===== src/verilog/acm_pkg.sv =====
// Constants, register map and carrier types of the alarm channel monitor.
package acm_pkg;
  localparam int NCH = 4;
  localparam int AW = 8;
  localparam int DW = 32;
  localparam int TW = 16;

  // Register byte offsets.
  localparam logic [AW-1:0] OFS_CTRL = 8'h00;
  localparam logic [AW-1:0] OFS_NORMAL = 8'h04;
  localparam logic [AW-1:0] OFS_TOTEN = 8'h08;
  localparam logic [AW-1:0] OFS_RTMEN = 8'h0C;
  localparam logic [AW-1:0] OFS_EXIT = 8'h10;
  localparam logic [AW-1:0] OFS_GAP = 8'h14;
  localparam logic [AW-1:0] OFS_RESET = 8'h18;
  localparam logic [AW-1:0] OFS_REPEATS = 8'h1C;
  localparam logic [AW-1:0] OFS_RINGS = 8'h20;
  localparam logic [AW-1:0] OFS_SCALE = 8'h24;
  localparam logic [AW-1:0] OFS_RATE = 8'h28;
  localparam logic [AW-1:0] OFS_ACCESS = 8'h2C;
  localparam logic [AW-1:0] OFS_KEY = 8'h30;
  localparam logic [AW-1:0] OFS_NETEN = 8'h34;
  localparam logic [AW-1:0] OFS_GLOBAL = 8'h38;
  localparam logic [AW-1:0] OFS_PFTRIP = 8'h3C;
  localparam logic [AW-1:0] OFS_STATUS = 8'h40;
  localparam logic [AW-1:0] OFS_TRIP = 8'h50;
  localparam logic [AW-1:0] OFS_TOTAL = 8'h60;
  localparam logic [AW-1:0] OFS_HOURS = 8'h70;
  localparam logic [AW-1:0] OFS_MAP = 8'h80;
  localparam logic [AW-1:0] OFS_MIRROR = 8'h90;
  localparam logic [AW-1:0] CH_STRIDE = 8'h04;

  // Field positions.
  localparam int CTRL_ARM_BIT = 0;
  localparam int ST_VIOL_LSB = 0;
  localparam int ST_UNACK_LSB = 4;
  localparam int ST_ACK_LSB = 8;
  localparam int ST_ACCEPT_BIT = 12;
  localparam int ST_UNLOCK_BIT = 13;
  localparam int ST_STATE_LSB = 14;
  localparam int ADDR_ANALOG_BIT = 15;
  localparam int LOCAL_CH_BITS = 2;
  localparam int RATE_W = 2;
  localparam int NET_W = 3;
  localparam int NETEN_W = 6;

  // Network limits.
  localparam int MAX_NETS = 3;
  localparam logic [NET_W-1:0] MAX_NET_ID = 3'h5;
  localparam logic [NET_W-1:0] NET_LOCAL = 3'h0;

  // Timing.
  localparam longint CLK_PERIOD_NS = 25;
  localparam longint TICK_TIME_NS = 1000000000;
  localparam int TICK_CYCLES_DFLT = int'(TICK_TIME_NS / CLK_PERIOD_NS);
  localparam int GAP_DEFAULT_MIN = 2;
  localparam int SEC_PER_MIN = 60;
  localparam logic [11:0] SEC_PER_HOUR_M1 = 12'hE0F;

  // Reset values.
  localparam logic [TW-1:0] GAP_RESET = TW'(GAP_DEFAULT_MIN * SEC_PER_MIN);
  localparam logic [TW-1:0] ZERO16 = 16'h0000;
  localparam logic [TW-1:0] ONE16 = 16'h0001;
  localparam logic [TW-1:0] MAX16 = 16'hFFFF;
  localparam logic [TW-1:0] RESET_TIME_RESET = 16'h003C;
  localparam logic [TW-1:0] REPEATS_RESET = 16'h0003;
  localparam logic [TW-1:0] RINGS_RESET = 16'h0004;
  localparam logic [NCH-1:0] NORMAL_RESET = 4'h0;

  typedef enum logic [1:0] {
    ST_IDLE = 2'b00,
    ST_CALL = 2'b01,
    ST_GAP = 2'b11
  } acm_call_state_t;

  typedef struct packed {
    logic valid;
    logic [NET_W-1:0] net;
    logic [7:0] node;
    logic [15:0] addr;
    logic [15:0] data;
  } acm_net_event_t;

  typedef struct packed {
    logic active;
    logic [NET_W-1:0] net;
    logic [7:0] node;
    logic [15:0] addr;
  } acm_map_t;
endpackage

===== src/verilog/acm_alarm_channel_monitor.sv =====
// Alarm channel monitor: contact supervision, call pacing, totals and mirrored points.
//
// Local design decisions: the Avalon-MM slave port and the placing of the registers.
`timescale 1ns/100ps

// How it works
// RL1 - Violation when input opposes programmed normal.
// RL2 - Unacknowledged only after trip delay, then calling.
// RL3 - Channels default to normally open.
// RL4 - No new alarms until exit delay elapses.
// RL5 - Global write sets all trips, not power-fail.
// RL6 - Gap between calls; callback acknowledges alarm.
// RL7 - Repeat value counts total recitals, first included.
// RL8 - Answer only after programmed ring count.
// RL9 - Mirrored point width implied by its address.
// RL10 - Analog values are plain unsigned 0..65535.
// RL11 - Totalizer counts each complete pulse cycle.
// RL12 - Totalizer reading is count divided by scale.
// RL13 - Run-time meter accumulates closed-state hours.
// RL14 - At most three networks enabled together.
// RL15 - Address is network, node and data address.
// RL16 - Network ids 0..5; zero means local points.
// RL17 - Network zero address selects local channel.
// RL18 - Speech rate holds one of four rates.
// RL19 - Remote programming refused until access code given.
// RL20 - Acknowledged channel suppressed for reset time.
// RL21 - Caller acknowledges by digit nine or callback.
// RL22 - Counters advance on one-second tick, clear on reset.
module acm_alarm_channel_monitor #(
  parameter int TICK_CYCLES = acm_pkg::TICK_CYCLES_DFLT
) (
  input wire logic clk,
  input wire logic resetn,
  input wire logic [acm_pkg::AW-1:0] avsAddress,
  input wire logic avsRead,
  input wire logic avsWrite,
  input wire logic [acm_pkg::DW-1:0] avsWriteData,
  output logic [acm_pkg::DW-1:0] avsReadData,
  output logic avsWaitRequest,
  input wire logic [acm_pkg::NCH-1:0] closedIn,
  input wire acm_pkg::acm_net_event_t netEvent,
  input wire logic recitalDone,
  input wire logic ackDigit,
  input wire logic ringPulse,
  input wire logic hangUp,
  input wire logic remoteSession,
  output logic lineSeize,
  output logic offHook,
  output logic [acm_pkg::NCH-1:0] alarmUnack,
  output logic [acm_pkg::RATE_W-1:0] speechRate
);
  localparam int NCH = acm_pkg::NCH;
  localparam int TW = acm_pkg::TW;

  logic waitReq_q, tick_q, armed_q, unlocked_q, ackEvent, answerNow, accepting, wrOk, wrEn;
  logic [31:0] tickCnt_q;
  logic [NCH-1:0] normal_q, totEn_q, rtmEn_q, viol_q, unack_q, ack_q;
  logic [TW-1:0] exitDelay_q, exitCnt_q, gap_q, gapCnt_q, resetTime_q, repeats_q, rings_q;
  logic [TW-1:0] scale_q, access_q, pfTrip_q, recCnt_q, ringCnt_q;
  logic [acm_pkg::RATE_W-1:0] rate_q;
  logic [acm_pkg::NETEN_W-1:0] netEn_q;
  logic [acm_pkg::DW-1:0] rdData;
  acm_pkg::acm_call_state_t state_q;
  logic [TW-1:0] tripW [NCH];
  logic [TW-1:0] totalW [NCH];
  logic [TW-1:0] hoursW [NCH];
  logic [TW-1:0] mirrorW [NCH];
  acm_pkg::acm_map_t mapW [NCH];
  logic [acm_pkg::AW-1:0] chOfs [NCH];

  // Bus slave: waitrequest drops for one cycle one cycle after a request appears.
  always_ff @(posedge clk or negedge resetn) begin
    if (!resetn) begin
      waitReq_q <= 1'b1;
      avsReadData <= 32'h0000_0000;
    end else if ((avsRead || avsWrite) && waitReq_q) begin
      waitReq_q <= 1'b0;
      avsReadData <= avsRead ? rdData : 32'h0000_0000;
    end else begin
      waitReq_q <= 1'b1;
    end
  end
  assign avsWaitRequest = waitReq_q;

  // Writes land at the edge where waitrequest is low; a locked remote session is refused.
  assign wrEn = avsWrite && !waitReq_q;
  assign wrOk = wrEn && !(remoteSession && (access_q != acm_pkg::ZERO16) && !unlocked_q); // RL19

  // One-second tick for every delay, interval and hour counter.
  always_ff @(posedge clk or negedge resetn) begin
    if (!resetn) begin
      tickCnt_q <= 32'h0000_0000;
      tick_q <= 1'b0;
    end else if (tickCnt_q >= 32'(TICK_CYCLES - 1)) begin // RL22
      tickCnt_q <= 32'h0000_0000;
      tick_q <= 1'b1;
    end else begin
      tickCnt_q <= tickCnt_q + 32'h0000_0001;
      tick_q <= 1'b0;
    end
  end

  // Access code and the unlock state of a phone session.
  always_ff @(posedge clk or negedge resetn) begin
    if (!resetn) begin
      unlocked_q <= 1'b0;
    end else if (!remoteSession) begin
      unlocked_q <= 1'b0;
    end else if (wrEn && avsAddress == acm_pkg::OFS_KEY && avsWriteData[TW-1:0] == access_q) begin
      unlocked_q <= 1'b1; // RL19
    end
  end

  // Shared settings.
  always_ff @(posedge clk or negedge resetn) begin
    if (!resetn) begin
      armed_q <= 1'b0;
      normal_q <= acm_pkg::NORMAL_RESET; // RL3
      totEn_q <= '0;
      rtmEn_q <= '0;
      exitDelay_q <= acm_pkg::ZERO16;
      gap_q <= acm_pkg::GAP_RESET; // RL6
      resetTime_q <= acm_pkg::RESET_TIME_RESET;
      repeats_q <= acm_pkg::REPEATS_RESET;
      rings_q <= acm_pkg::RINGS_RESET;
      scale_q <= acm_pkg::ONE16;
      rate_q <= '0;
      access_q <= acm_pkg::ZERO16;
      netEn_q <= '0;
      pfTrip_q <= acm_pkg::ZERO16;
    end else if (wrOk) begin
      case (avsAddress)
        acm_pkg::OFS_CTRL: armed_q <= avsWriteData[acm_pkg::CTRL_ARM_BIT];
        acm_pkg::OFS_NORMAL: normal_q <= avsWriteData[NCH-1:0];
        acm_pkg::OFS_TOTEN: totEn_q <= avsWriteData[NCH-1:0];
        acm_pkg::OFS_RTMEN: rtmEn_q <= avsWriteData[NCH-1:0];
        acm_pkg::OFS_EXIT: exitDelay_q <= avsWriteData[TW-1:0];
        acm_pkg::OFS_GAP: gap_q <= avsWriteData[TW-1:0];
        acm_pkg::OFS_RESET: resetTime_q <= avsWriteData[TW-1:0];
        acm_pkg::OFS_REPEATS: repeats_q <= avsWriteData[TW-1:0];
        acm_pkg::OFS_RINGS: rings_q <= avsWriteData[TW-1:0];
        acm_pkg::OFS_SCALE: scale_q <= avsWriteData[TW-1:0];
        acm_pkg::OFS_RATE: rate_q <= avsWriteData[acm_pkg::RATE_W-1:0]; // RL18
        acm_pkg::OFS_ACCESS: access_q <= avsWriteData[TW-1:0];
        acm_pkg::OFS_NETEN: begin
          if ($countones(avsWriteData[acm_pkg::NETEN_W-1:1]) <= acm_pkg::MAX_NETS) begin // RL14
            netEn_q <= {avsWriteData[acm_pkg::NETEN_W-1:1], 1'b0};
          end
        end
        acm_pkg::OFS_PFTRIP: pfTrip_q <= avsWriteData[TW-1:0];
        default: armed_q <= armed_q;
      endcase
    end
  end
  assign speechRate = rate_q;

  // Exit delay restarts at each arming.
  always_ff @(posedge clk or negedge resetn) begin
    if (!resetn) begin
      exitCnt_q <= acm_pkg::ZERO16;
    end else if (wrOk && avsAddress == acm_pkg::OFS_CTRL && !armed_q
                 && avsWriteData[acm_pkg::CTRL_ARM_BIT]) begin
      exitCnt_q <= exitDelay_q; // RL4
    end else if (tick_q && exitCnt_q != acm_pkg::ZERO16) begin
      exitCnt_q <= exitCnt_q - acm_pkg::ONE16;
    end
  end
  assign accepting = armed_q && exitCnt_q == acm_pkg::ZERO16; // RL4

  // Ring answering: answer on the ring that reaches the count.
  assign answerNow = !offHook && !lineSeize && ringPulse
                     && (ringCnt_q + acm_pkg::ONE16 >= rings_q); // RL8
  always_ff @(posedge clk or negedge resetn) begin
    if (!resetn) begin
      offHook <= 1'b0;
      ringCnt_q <= acm_pkg::ZERO16;
    end else if (offHook) begin
      if (hangUp) begin
        offHook <= 1'b0;
      end
    end else if (answerNow) begin
      offHook <= 1'b1; // RL8
      ringCnt_q <= acm_pkg::ZERO16;
    end else if (ringPulse && !lineSeize && ringCnt_q != acm_pkg::MAX16) begin
      ringCnt_q <= ringCnt_q + acm_pkg::ONE16;
    end
  end

  // Digit nine during a call, or a callback during the gap, acknowledges.
  assign ackEvent = (state_q == acm_pkg::ST_CALL && ackDigit)
                    || (state_q == acm_pkg::ST_GAP && answerNow); // RL21 RL6

  // Call pacing.
  always_ff @(posedge clk or negedge resetn) begin
    if (!resetn) begin
      state_q <= acm_pkg::ST_IDLE;
      lineSeize <= 1'b0;
      recCnt_q <= acm_pkg::ZERO16;
      gapCnt_q <= acm_pkg::ZERO16;
    end else begin
      case (state_q)
        acm_pkg::ST_IDLE: begin
          if (|unack_q && !offHook) begin
            state_q <= acm_pkg::ST_CALL; // RL2
            lineSeize <= 1'b1;
            recCnt_q <= acm_pkg::ZERO16;
          end
        end
        acm_pkg::ST_CALL: begin
          if (ackEvent) begin
            state_q <= acm_pkg::ST_IDLE;
            lineSeize <= 1'b0;
          end else if (recitalDone) begin
            if (recCnt_q + acm_pkg::ONE16 >= repeats_q) begin // RL7
              state_q <= acm_pkg::ST_GAP;
              lineSeize <= 1'b0;
              gapCnt_q <= gap_q;
            end else begin
              recCnt_q <= recCnt_q + acm_pkg::ONE16;
            end
          end
        end
        acm_pkg::ST_GAP: begin
          if (ackEvent || !(|unack_q)) begin
            state_q <= acm_pkg::ST_IDLE; // RL6
          end else if (gapCnt_q == acm_pkg::ZERO16) begin
            if (!offHook) begin
              state_q <= acm_pkg::ST_CALL;
              lineSeize <= 1'b1;
              recCnt_q <= acm_pkg::ZERO16;
            end
          end else if (tick_q) begin
            gapCnt_q <= gapCnt_q - acm_pkg::ONE16; // RL6
          end
        end
        default: begin
          state_q <= acm_pkg::ST_IDLE;
          lineSeize <= 1'b0;
        end
      endcase
    end
  end

  genvar gi;
  generate
    for (gi = 0; gi < NCH; gi++) begin : g_ch
      localparam logic [acm_pkg::AW-1:0] CHOFS = acm_pkg::AW'(gi) * acm_pkg::CH_STRIDE;
      logic [TW-1:0] trip_q, violCnt_q, resetCnt_q, sub_q, total_q, hours_q, mirror_q;
      logic [11:0] runSec_q;
      logic prevClosed_q;
      acm_pkg::acm_map_t map_q;

      always_ff @(posedge clk or negedge resetn) begin
        if (!resetn) begin
          trip_q <= acm_pkg::ZERO16;
        end else if (wrOk && (avsAddress == acm_pkg::OFS_GLOBAL
                              || avsAddress == acm_pkg::OFS_TRIP + CHOFS)) begin
          trip_q <= avsWriteData[TW-1:0]; // RL5
        end
      end

      // Violation and the qualifying delay.
      always_ff @(posedge clk or negedge resetn) begin
        if (!resetn) begin
          viol_q[gi] <= 1'b0;
          violCnt_q <= acm_pkg::ZERO16;
        end else begin
          viol_q[gi] <= closedIn[gi] ^ normal_q[gi]; // RL1
          if (!viol_q[gi]) begin
            violCnt_q <= acm_pkg::ZERO16;
          end else if (tick_q && violCnt_q != acm_pkg::MAX16) begin
            violCnt_q <= violCnt_q + acm_pkg::ONE16; // RL2
          end
        end
      end

      // Alarm states: unacknowledged, then acknowledged with its reset time.
      always_ff @(posedge clk or negedge resetn) begin
        if (!resetn) begin
          unack_q[gi] <= 1'b0;
          ack_q[gi] <= 1'b0;
          resetCnt_q <= acm_pkg::ZERO16;
        end else if (unack_q[gi]) begin
          if (ackEvent) begin
            unack_q[gi] <= 1'b0;
            ack_q[gi] <= 1'b1;
            resetCnt_q <= resetTime_q; // RL20
          end
        end else if (ack_q[gi]) begin
          if (resetCnt_q == acm_pkg::ZERO16) begin
            ack_q[gi] <= 1'b0; // RL20
          end else if (tick_q) begin
            resetCnt_q <= resetCnt_q - acm_pkg::ONE16;
          end
        end else if (accepting && viol_q[gi] && violCnt_q >= trip_q) begin
          unack_q[gi] <= 1'b1; // RL2 RL4
        end
      end

      // Pulse totalizer: one count per closed-to-open edge, scaled by a prescaler.
      always_ff @(posedge clk or negedge resetn) begin
        if (!resetn) begin
          prevClosed_q <= 1'b0;
          sub_q <= acm_pkg::ZERO16;
          total_q <= acm_pkg::ZERO16;
        end else begin
          prevClosed_q <= closedIn[gi];
          if (totEn_q[gi] && prevClosed_q && !closedIn[gi]) begin // RL11
            if (sub_q + acm_pkg::ONE16 >= scale_q) begin
              sub_q <= acm_pkg::ZERO16;
              total_q <= total_q + acm_pkg::ONE16; // RL12
            end else begin
              sub_q <= sub_q + acm_pkg::ONE16;
            end
          end
        end
      end

      // Run-time meter in whole hours of closed input.
      always_ff @(posedge clk or negedge resetn) begin
        if (!resetn) begin
          runSec_q <= 12'h000;
          hours_q <= acm_pkg::ZERO16;
        end else if (rtmEn_q[gi] && closedIn[gi] && tick_q) begin
          if (runSec_q == acm_pkg::SEC_PER_HOUR_M1) begin
            runSec_q <= 12'h000;
            hours_q <= hours_q + acm_pkg::ONE16; // RL13
          end else begin
            runSec_q <= runSec_q + 12'h001;
          end
        end
      end

      // Mirrored network point; entries naming a network beyond five are refused.
      always_ff @(posedge clk or negedge resetn) begin
        if (!resetn) begin
          map_q <= '0;
        end else if (wrOk && avsAddress == acm_pkg::OFS_MAP + CHOFS
                     && avsWriteData[26:24] <= acm_pkg::MAX_NET_ID) begin // RL16
          map_q <= avsWriteData[27:0]; // RL15
        end
      end

      always_ff @(posedge clk or negedge resetn) begin
        if (!resetn) begin
          mirror_q <= acm_pkg::ZERO16;
        end else if (map_q.active && map_q.net == acm_pkg::NET_LOCAL) begin
          mirror_q <= {15'h0000, closedIn[map_q.addr[acm_pkg::LOCAL_CH_BITS-1:0]]}; // RL17
        end else if (map_q.active && netEvent.valid && netEn_q[map_q.net]
                     && {netEvent.net, netEvent.node, netEvent.addr}
                        == {map_q.net, map_q.node, map_q.addr}) begin // RL15
          mirror_q <= map_q.addr[acm_pkg::ADDR_ANALOG_BIT] ? netEvent.data
                      : {15'h0000, netEvent.data[0]}; // RL9 RL10
        end
      end

      assign chOfs[gi] = CHOFS;
      assign tripW[gi] = trip_q;
      assign totalW[gi] = total_q;
      assign hoursW[gi] = hours_q;
      assign mapW[gi] = map_q;
      assign mirrorW[gi] = mirror_q;
      assign alarmUnack[gi] = unack_q[gi];
    end
  endgenerate

  // Read multiplexer; unmapped addresses read as zero.
  always_comb begin
    rdData = 32'h0000_0000;
    case (avsAddress)
      acm_pkg::OFS_CTRL: rdData[acm_pkg::CTRL_ARM_BIT] = armed_q;
      acm_pkg::OFS_NORMAL: rdData[NCH-1:0] = normal_q;
      acm_pkg::OFS_TOTEN: rdData[NCH-1:0] = totEn_q;
      acm_pkg::OFS_RTMEN: rdData[NCH-1:0] = rtmEn_q;
      acm_pkg::OFS_EXIT: rdData[TW-1:0] = exitDelay_q;
      acm_pkg::OFS_GAP: rdData[TW-1:0] = gap_q;
      acm_pkg::OFS_RESET: rdData[TW-1:0] = resetTime_q;
      acm_pkg::OFS_REPEATS: rdData[TW-1:0] = repeats_q;
      acm_pkg::OFS_RINGS: rdData[TW-1:0] = rings_q;
      acm_pkg::OFS_SCALE: rdData[TW-1:0] = scale_q;
      acm_pkg::OFS_RATE: rdData[acm_pkg::RATE_W-1:0] = rate_q;
      acm_pkg::OFS_NETEN: rdData[acm_pkg::NETEN_W-1:0] = netEn_q;
      acm_pkg::OFS_PFTRIP: rdData[TW-1:0] = pfTrip_q;
      acm_pkg::OFS_STATUS: begin
        rdData[acm_pkg::ST_VIOL_LSB +: NCH] = viol_q;
        rdData[acm_pkg::ST_UNACK_LSB +: NCH] = unack_q;
        rdData[acm_pkg::ST_ACK_LSB +: NCH] = ack_q;
        rdData[acm_pkg::ST_ACCEPT_BIT] = accepting;
        rdData[acm_pkg::ST_UNLOCK_BIT] = unlocked_q;
        rdData[acm_pkg::ST_STATE_LSB +: 2] = state_q;
      end
      default: begin
        for (int i = 0; i < NCH; i++) begin
          if (avsAddress == acm_pkg::OFS_TRIP + chOfs[i]) rdData[TW-1:0] = tripW[i];
          if (avsAddress == acm_pkg::OFS_TOTAL + chOfs[i]) rdData[TW-1:0] = totalW[i];
          if (avsAddress == acm_pkg::OFS_HOURS + chOfs[i]) rdData[TW-1:0] = hoursW[i];
          if (avsAddress == acm_pkg::OFS_MAP + chOfs[i]) rdData[27:0] = mapW[i];
          if (avsAddress == acm_pkg::OFS_MIRROR + chOfs[i]) rdData[TW-1:0] = mirrorW[i];
        end
      end
    endcase
  end

  property p_viol_follows;
    @(posedge clk) disable iff (!resetn) viol_q == $past(closedIn ^ normal_q);
  endproperty
  a_viol_follows: assert property (p_viol_follows) else $error("violation mismatch"); // RL1

  property p_normal_reset;
    @(posedge clk) disable iff (!resetn) $rose(resetn) |-> normal_q == acm_pkg::NORMAL_RESET;
  endproperty
  a_normal_reset: assert property (p_normal_reset) else $error("normal not open"); // RL3

  property p_trip_qualified;
    @(posedge clk) disable iff (!resetn)
      $rose(unack_q[0]) |-> $past(accepting) && $past(g_ch[0].violCnt_q) >= $past(g_ch[0].trip_q);
  endproperty
  a_trip_qualified: assert property (p_trip_qualified) else $error("early trip"); // RL2 RL4

  property p_gap_quiet;
    @(posedge clk) disable iff (!resetn)
      (state_q == acm_pkg::ST_GAP && gapCnt_q != acm_pkg::ZERO16) |=> !lineSeize;
  endproperty
  a_gap_quiet: assert property (p_gap_quiet) else $error("line seized in gap"); // RL6

  property p_repeats_end;
    @(posedge clk) disable iff (!resetn)
      (state_q == acm_pkg::ST_CALL && recitalDone && !ackDigit
       && recCnt_q + acm_pkg::ONE16 >= repeats_q) |=> !lineSeize && state_q == acm_pkg::ST_GAP;
  endproperty
  a_repeats_end: assert property (p_repeats_end) else $error("call outlived repeats"); // RL7

  property p_ring_count;
    @(posedge clk) disable iff (!resetn)
      $rose(offHook) |-> $past(ringCnt_q) + acm_pkg::ONE16 >= $past(rings_q);
  endproperty
  a_ring_count: assert property (p_ring_count) else $error("answered too early"); // RL8

  property p_locked_refuse;
    @(posedge clk) disable iff (!resetn)
      (wrEn && remoteSession && !unlocked_q && access_q != acm_pkg::ZERO16
       && avsAddress == acm_pkg::OFS_NORMAL) |=> $stable(normal_q);
  endproperty
  a_locked_refuse: assert property (p_locked_refuse) else $error("locked write took effect"); // RL19

  property p_global_all;
    @(posedge clk) disable iff (!resetn)
      (wrOk && avsAddress == acm_pkg::OFS_GLOBAL)
      |=> g_ch[0].trip_q == g_ch[NCH-1].trip_q && $stable(pfTrip_q);
  endproperty
  a_global_all: assert property (p_global_all) else $error("global write uneven"); // RL5

  property p_ack_hold;
    @(posedge clk) disable iff (!resetn)
      (ack_q[0] && g_ch[0].resetCnt_q != acm_pkg::ZERO16) |=> !unack_q[0];
  endproperty
  a_ack_hold: assert property (p_ack_hold) else $error("alarm during reset time"); // RL20
endmodule


===== config.mk =====
export PLATFORM = sky130hd
export DESIGN_NAME = acm_alarm_channel_monitor
export DESIGN_NICKNAME = d
export VERILOG_FILES = /design/src/verilog/acm_pkg.sv /design/src/verilog/acm_alarm_channel_monitor.sv
export SDC_FILE = /design/constraint.sdc
export NUM_CORES = 2
export LEC_CHECK = 0
export ABC_AREA = 0
export BUFFER_PORTS_ARGS = -buffer_cell sky130_fd_sc_hd__buf_4
export CAP_MARGIN = 20
export CORE_MARGIN = 10
export CORE_UTILIZATION = 50
export DETAILED_ROUTE_END_ITERATION = 16
export GPL_TIMING_DRIVEN = 1
export MAX_ROUTING_LAYER = met4
export PLACE_DENSITY = 0.79
export SLEW_MARGIN = 20
export SYNTH_ARGS = -nofsm -noshare
export SYNTH_HDL_FRONTEND = slang
export SYNTH_SLANG_ARGS = --single-unit

===== constraint.sdc =====
create_clock -name clk -period 4.1 [get_ports clk]
set_clock_uncertainty 0.1 [all_clocks]
set_input_delay 0 -clock clk [delete_from_list [all_inputs] [get_ports clk]]
set_output_delay 0 -clock clk [all_outputs]
set_load 0.01 [all_outputs]

==> metrics.txt <==
Clock Latency Late Sink=0.70 ns; run status=complete, but fails checks; fin worst setup slack=0.151 ns; routability cong.=1.09; remaining routing DRC violations=0; primary flip-flop cell chosen by synthesis mapping=dfrtp_1; layout overhead on the synthesized area=14.9%; clock transition at the registers of the reported paths=0.06 ns; WP data arrival=4.46 ns; footprint of the multi-input gates=26600 um^2; number of fill cells=8298; headroom to the max-slew limit=0.199; vias after detailed routing=44700; half-perimeter wire length of the detailed placement result=129000 um; Slew Viols, Final=0; most used cell, CP=nand2_1; drt first pass iters=9; cell class contributing the biggest share of worst-path delay=simple AND/OR/NAND/NOR gates; number of buffers created by CTS=95; Die Y-Extent=339 um; Antenna Nets Post-Route=0; Fin Hold WS=-0.0217 ns; via count of the first global-routing pass=~43000; DR vias/cell=between 6 and 7; P per Cell Area=410 nW/um^2; maximum number of pins on one net before global-route repair=131; total wirelength of the detailed-routed design=182000 um; slack of the worst reg-to-reg path=approximately 0.15 ns; Unique masters post-synth=roughly 100; minimum clock period after layout=between 3 and 4 ns; TritonCTS clock tree=done; share of synthesized area spent on multiplexers=0.0583; count of flip-flops with a built-in enable after synthesis=0; number of H-tree branching levels=3; Worst path slowest cell=or3_1; residual overflow from global routing=0; number of warnings printed during yosys synthesis=0; Final setup violation count=0; register cell area after layout=22600 um^2; buffer depth of the longest clock path=3; total die area=115000 um^2; fraction of the yosys area taken by sequential cells=0.445; required time of the worst setup path=4.61 ns; RSZ-0062 raised after global routing=true; fraction of final layout cells with drive strength greater than 1=0.153; critical path type=register to register; share of the clock period used by the worst path after layout=0.963; area fraction in compound gates after synthesis=0.159; synthesized area divided by synthesized cell count=slightly below 10 um^2; initial antenna violation count=12; leakage power=between 20 and 30 nW; leading cell type in the layout, fill and taps excluded=dfrtp_1; synthesized-area fraction occupied by xor and xnor cells=0.0825; final standard cell count with taps included and fillers excluded=6842; number of cell rows=roughly 120; DR WL/cell=about 27 um; Boundary Pins=roughly 140; adder-cell share of the synthesized area=0.0482; area of the core=100000 um^2; effective utilization at floorplan=0.505; async set or reset register ratio after synthesis=1.00; largest fanout on the critical path=6; class of the tightest hold or removal check=primary input to async pin; DIE WIDTH=between 300 and 400 um; count of port buffers added during placement=129; startpoint type of the worst setup path=register; pre-CTS WS=0.0536 ns; clock net sink count=approximately 900; combinational family with the most area after synthesis=simple AND/OR/NAND/NOR gates; Cells after DPL=6573; post-synth design cell area=approximately 51000 um^2; final hold vios=10; number of cells produced by synthesis=5204; global-route wire length before repair=272000 um; worst IR drop on VDD=~0.34 mV; failing checks=negative hold slack; library cell used as clock root buffer=clkbuf_16; post-synthesis share of cell area spent on and, or, nand and nor gates=0.169; highest clock frequency the design can meet=253 MHz; Worst path max stage delay=~0.45 ns; Tightest Pin Transition=around 1.2 ns; # nets final=about 5700; ordered list of cells on the worst path=nand3_1, nor4_4, nand3_1, nor2_1, nand2_1, xnor2_1, ha_1, a21oi_1, nand2_1, or3_1, a221oi_2, buf_4, nand2_1, a2111oi_2, a211o_1; number of buffers and inverters on the critical path=1; Total Routing Usage GR=0.315; initial DRC count=6107; number of max-cap violations=0; commonest cells after routing, fill and taps aside=dfrtp_1 (888), nand2_1 (498), nor2_1 (327), o21ai_0 (319), buf_4 (289); Synth Register Bits=903; critical path endpoint category=register
[metal layers]
| layer | wire length (um) | up-vias | track usage |
|---|---|---|---|
| met3 | 21900 | 699 | 0.0811 |
| met5 | 0 | - | - |
| met4 | 14400 | 0 | 0.213 |
| li1 | - | 19275 | - |
| met1 | 67800 | 21887 | 0.387 |
| met2 | 78300 | 2839 | 0.453 |
[report_power, final]
part	internal, W	switching [W]
registers	0.00954	0.000775
clock network	0.00583	0.00391
logic	0.00144	0.00242
total	0.0168	0.00710
[worst min-delay path, delay by kind of cell]
family	cells	cell delay, ns
buffers and inverters	3	1.23
[logic make-up (layout without fill, tap and decap cells)]
group / count (synthesis) / count (layout)
and+or+nand+nor: 1709 / 1709
adders and majority gates: 195 / 195
xor gates and xnor gates: 478 / 478
other: 1 / 22
DFF: 903 / 903
buffers and inverters: 482 / 742
AOI/OAI and AO/OA: 1175 / 1175
muxes: 261 / 261
[registers in the layout, summed over array words and instances, names as in the netlist, 28 cells and up]
signal           count
g_ch.map_q         112
g_ch.hours_q        64
g_ch.trip_q         64
tickCnt_q           32
g_ch.resetCnt_q     64
g_ch.runSec_q       48
avsReadData         28
g_ch.total_q        64
g_ch.sub_q          64
g_ch.violCnt_q      64
g_ch.mirror_q       64
[area by class of cell]
cell class / count / area share
diodes: 12 / 0.000515
clock buffers: 129 / 0.0468
clock inverters: 48 / 0.0132
inverters: 187 / 0.0120
multi-input cells: 3828 / 0.456
flip-flops and latches: 903 / 0.388
well taps: 1357 / 0.0291
repair buffers: 378 / 0.0546
[final timing paths]
path,start,to,depth (start not counted)
min in group clk,avsWriteData[21],g_ch[2].map_q[21],3
setup reg to reg,ringCnt_q[0],recCnt_q[2],15
hold reg to reg,g_ch[0].total_q[15],g_ch[0].total_q[15],1
setup / recovery,ringCnt_q[0],recCnt_q[2],15
max in group asynchronous,resetn,g_ch[3].resetCnt_q[3],3
hold / removal,resetn,viol_q[1],3
[stage by stage]
stage | area, um^2 | total power [W] | setup TNS [ns] | utilization
final | 58300 | 0.0239 | 0 | 0.581
after global routing | 58300 | 0.0247 | -0.142 | 0.581
after CTS | 58100 | 0.0238 | 0 | 0.578
after detailed placement | 53700 | 0.0140 | 0 | 0.535
after global placement | 53700 | 0.0139 | 0 | 0.535
after floorplan | 50800 | 0.0125 | 0 | -
[synth_stat cells, types with 45 or more instances]
cell      count  share of area
clkbuf_1    208          0.015
nor4_1       62         0.0076
and3_1       71         0.0087
ha_1        194          0.048
dfrtp_1     890           0.44
o21ai_0     321          0.032
a221oi_1     49         0.0085
nor3_1      126          0.012
and2_1       54         0.0067
o22ai_1      45         0.0055
nand4_1     127          0.016
nor2_1      335          0.025
nand3_1     172          0.017
xnor2_1     274          0.047
inv_1       183          0.014
buf_2        63         0.0062
a22oi_1      74          0.011
nand2_1     499          0.037
xor2_1      204          0.035
a22o_1      114          0.020
mux2_2      225          0.050
a21oi_1     185          0.018
[what timing repair did]
| action | in CTS | in global routing |
|---|---|---|
| setup buffers | 0 | 2 |
| hold endpoints to repair | 1300 | 0 |
| pin swaps | 0 | 3 |
| resized for setup | 1 | 45 |
| setup endpoints to repair | 1 | 166 |
| hold buffers | 78 | 0 |
No activity file was read; power rests on OpenSTA's default activity.
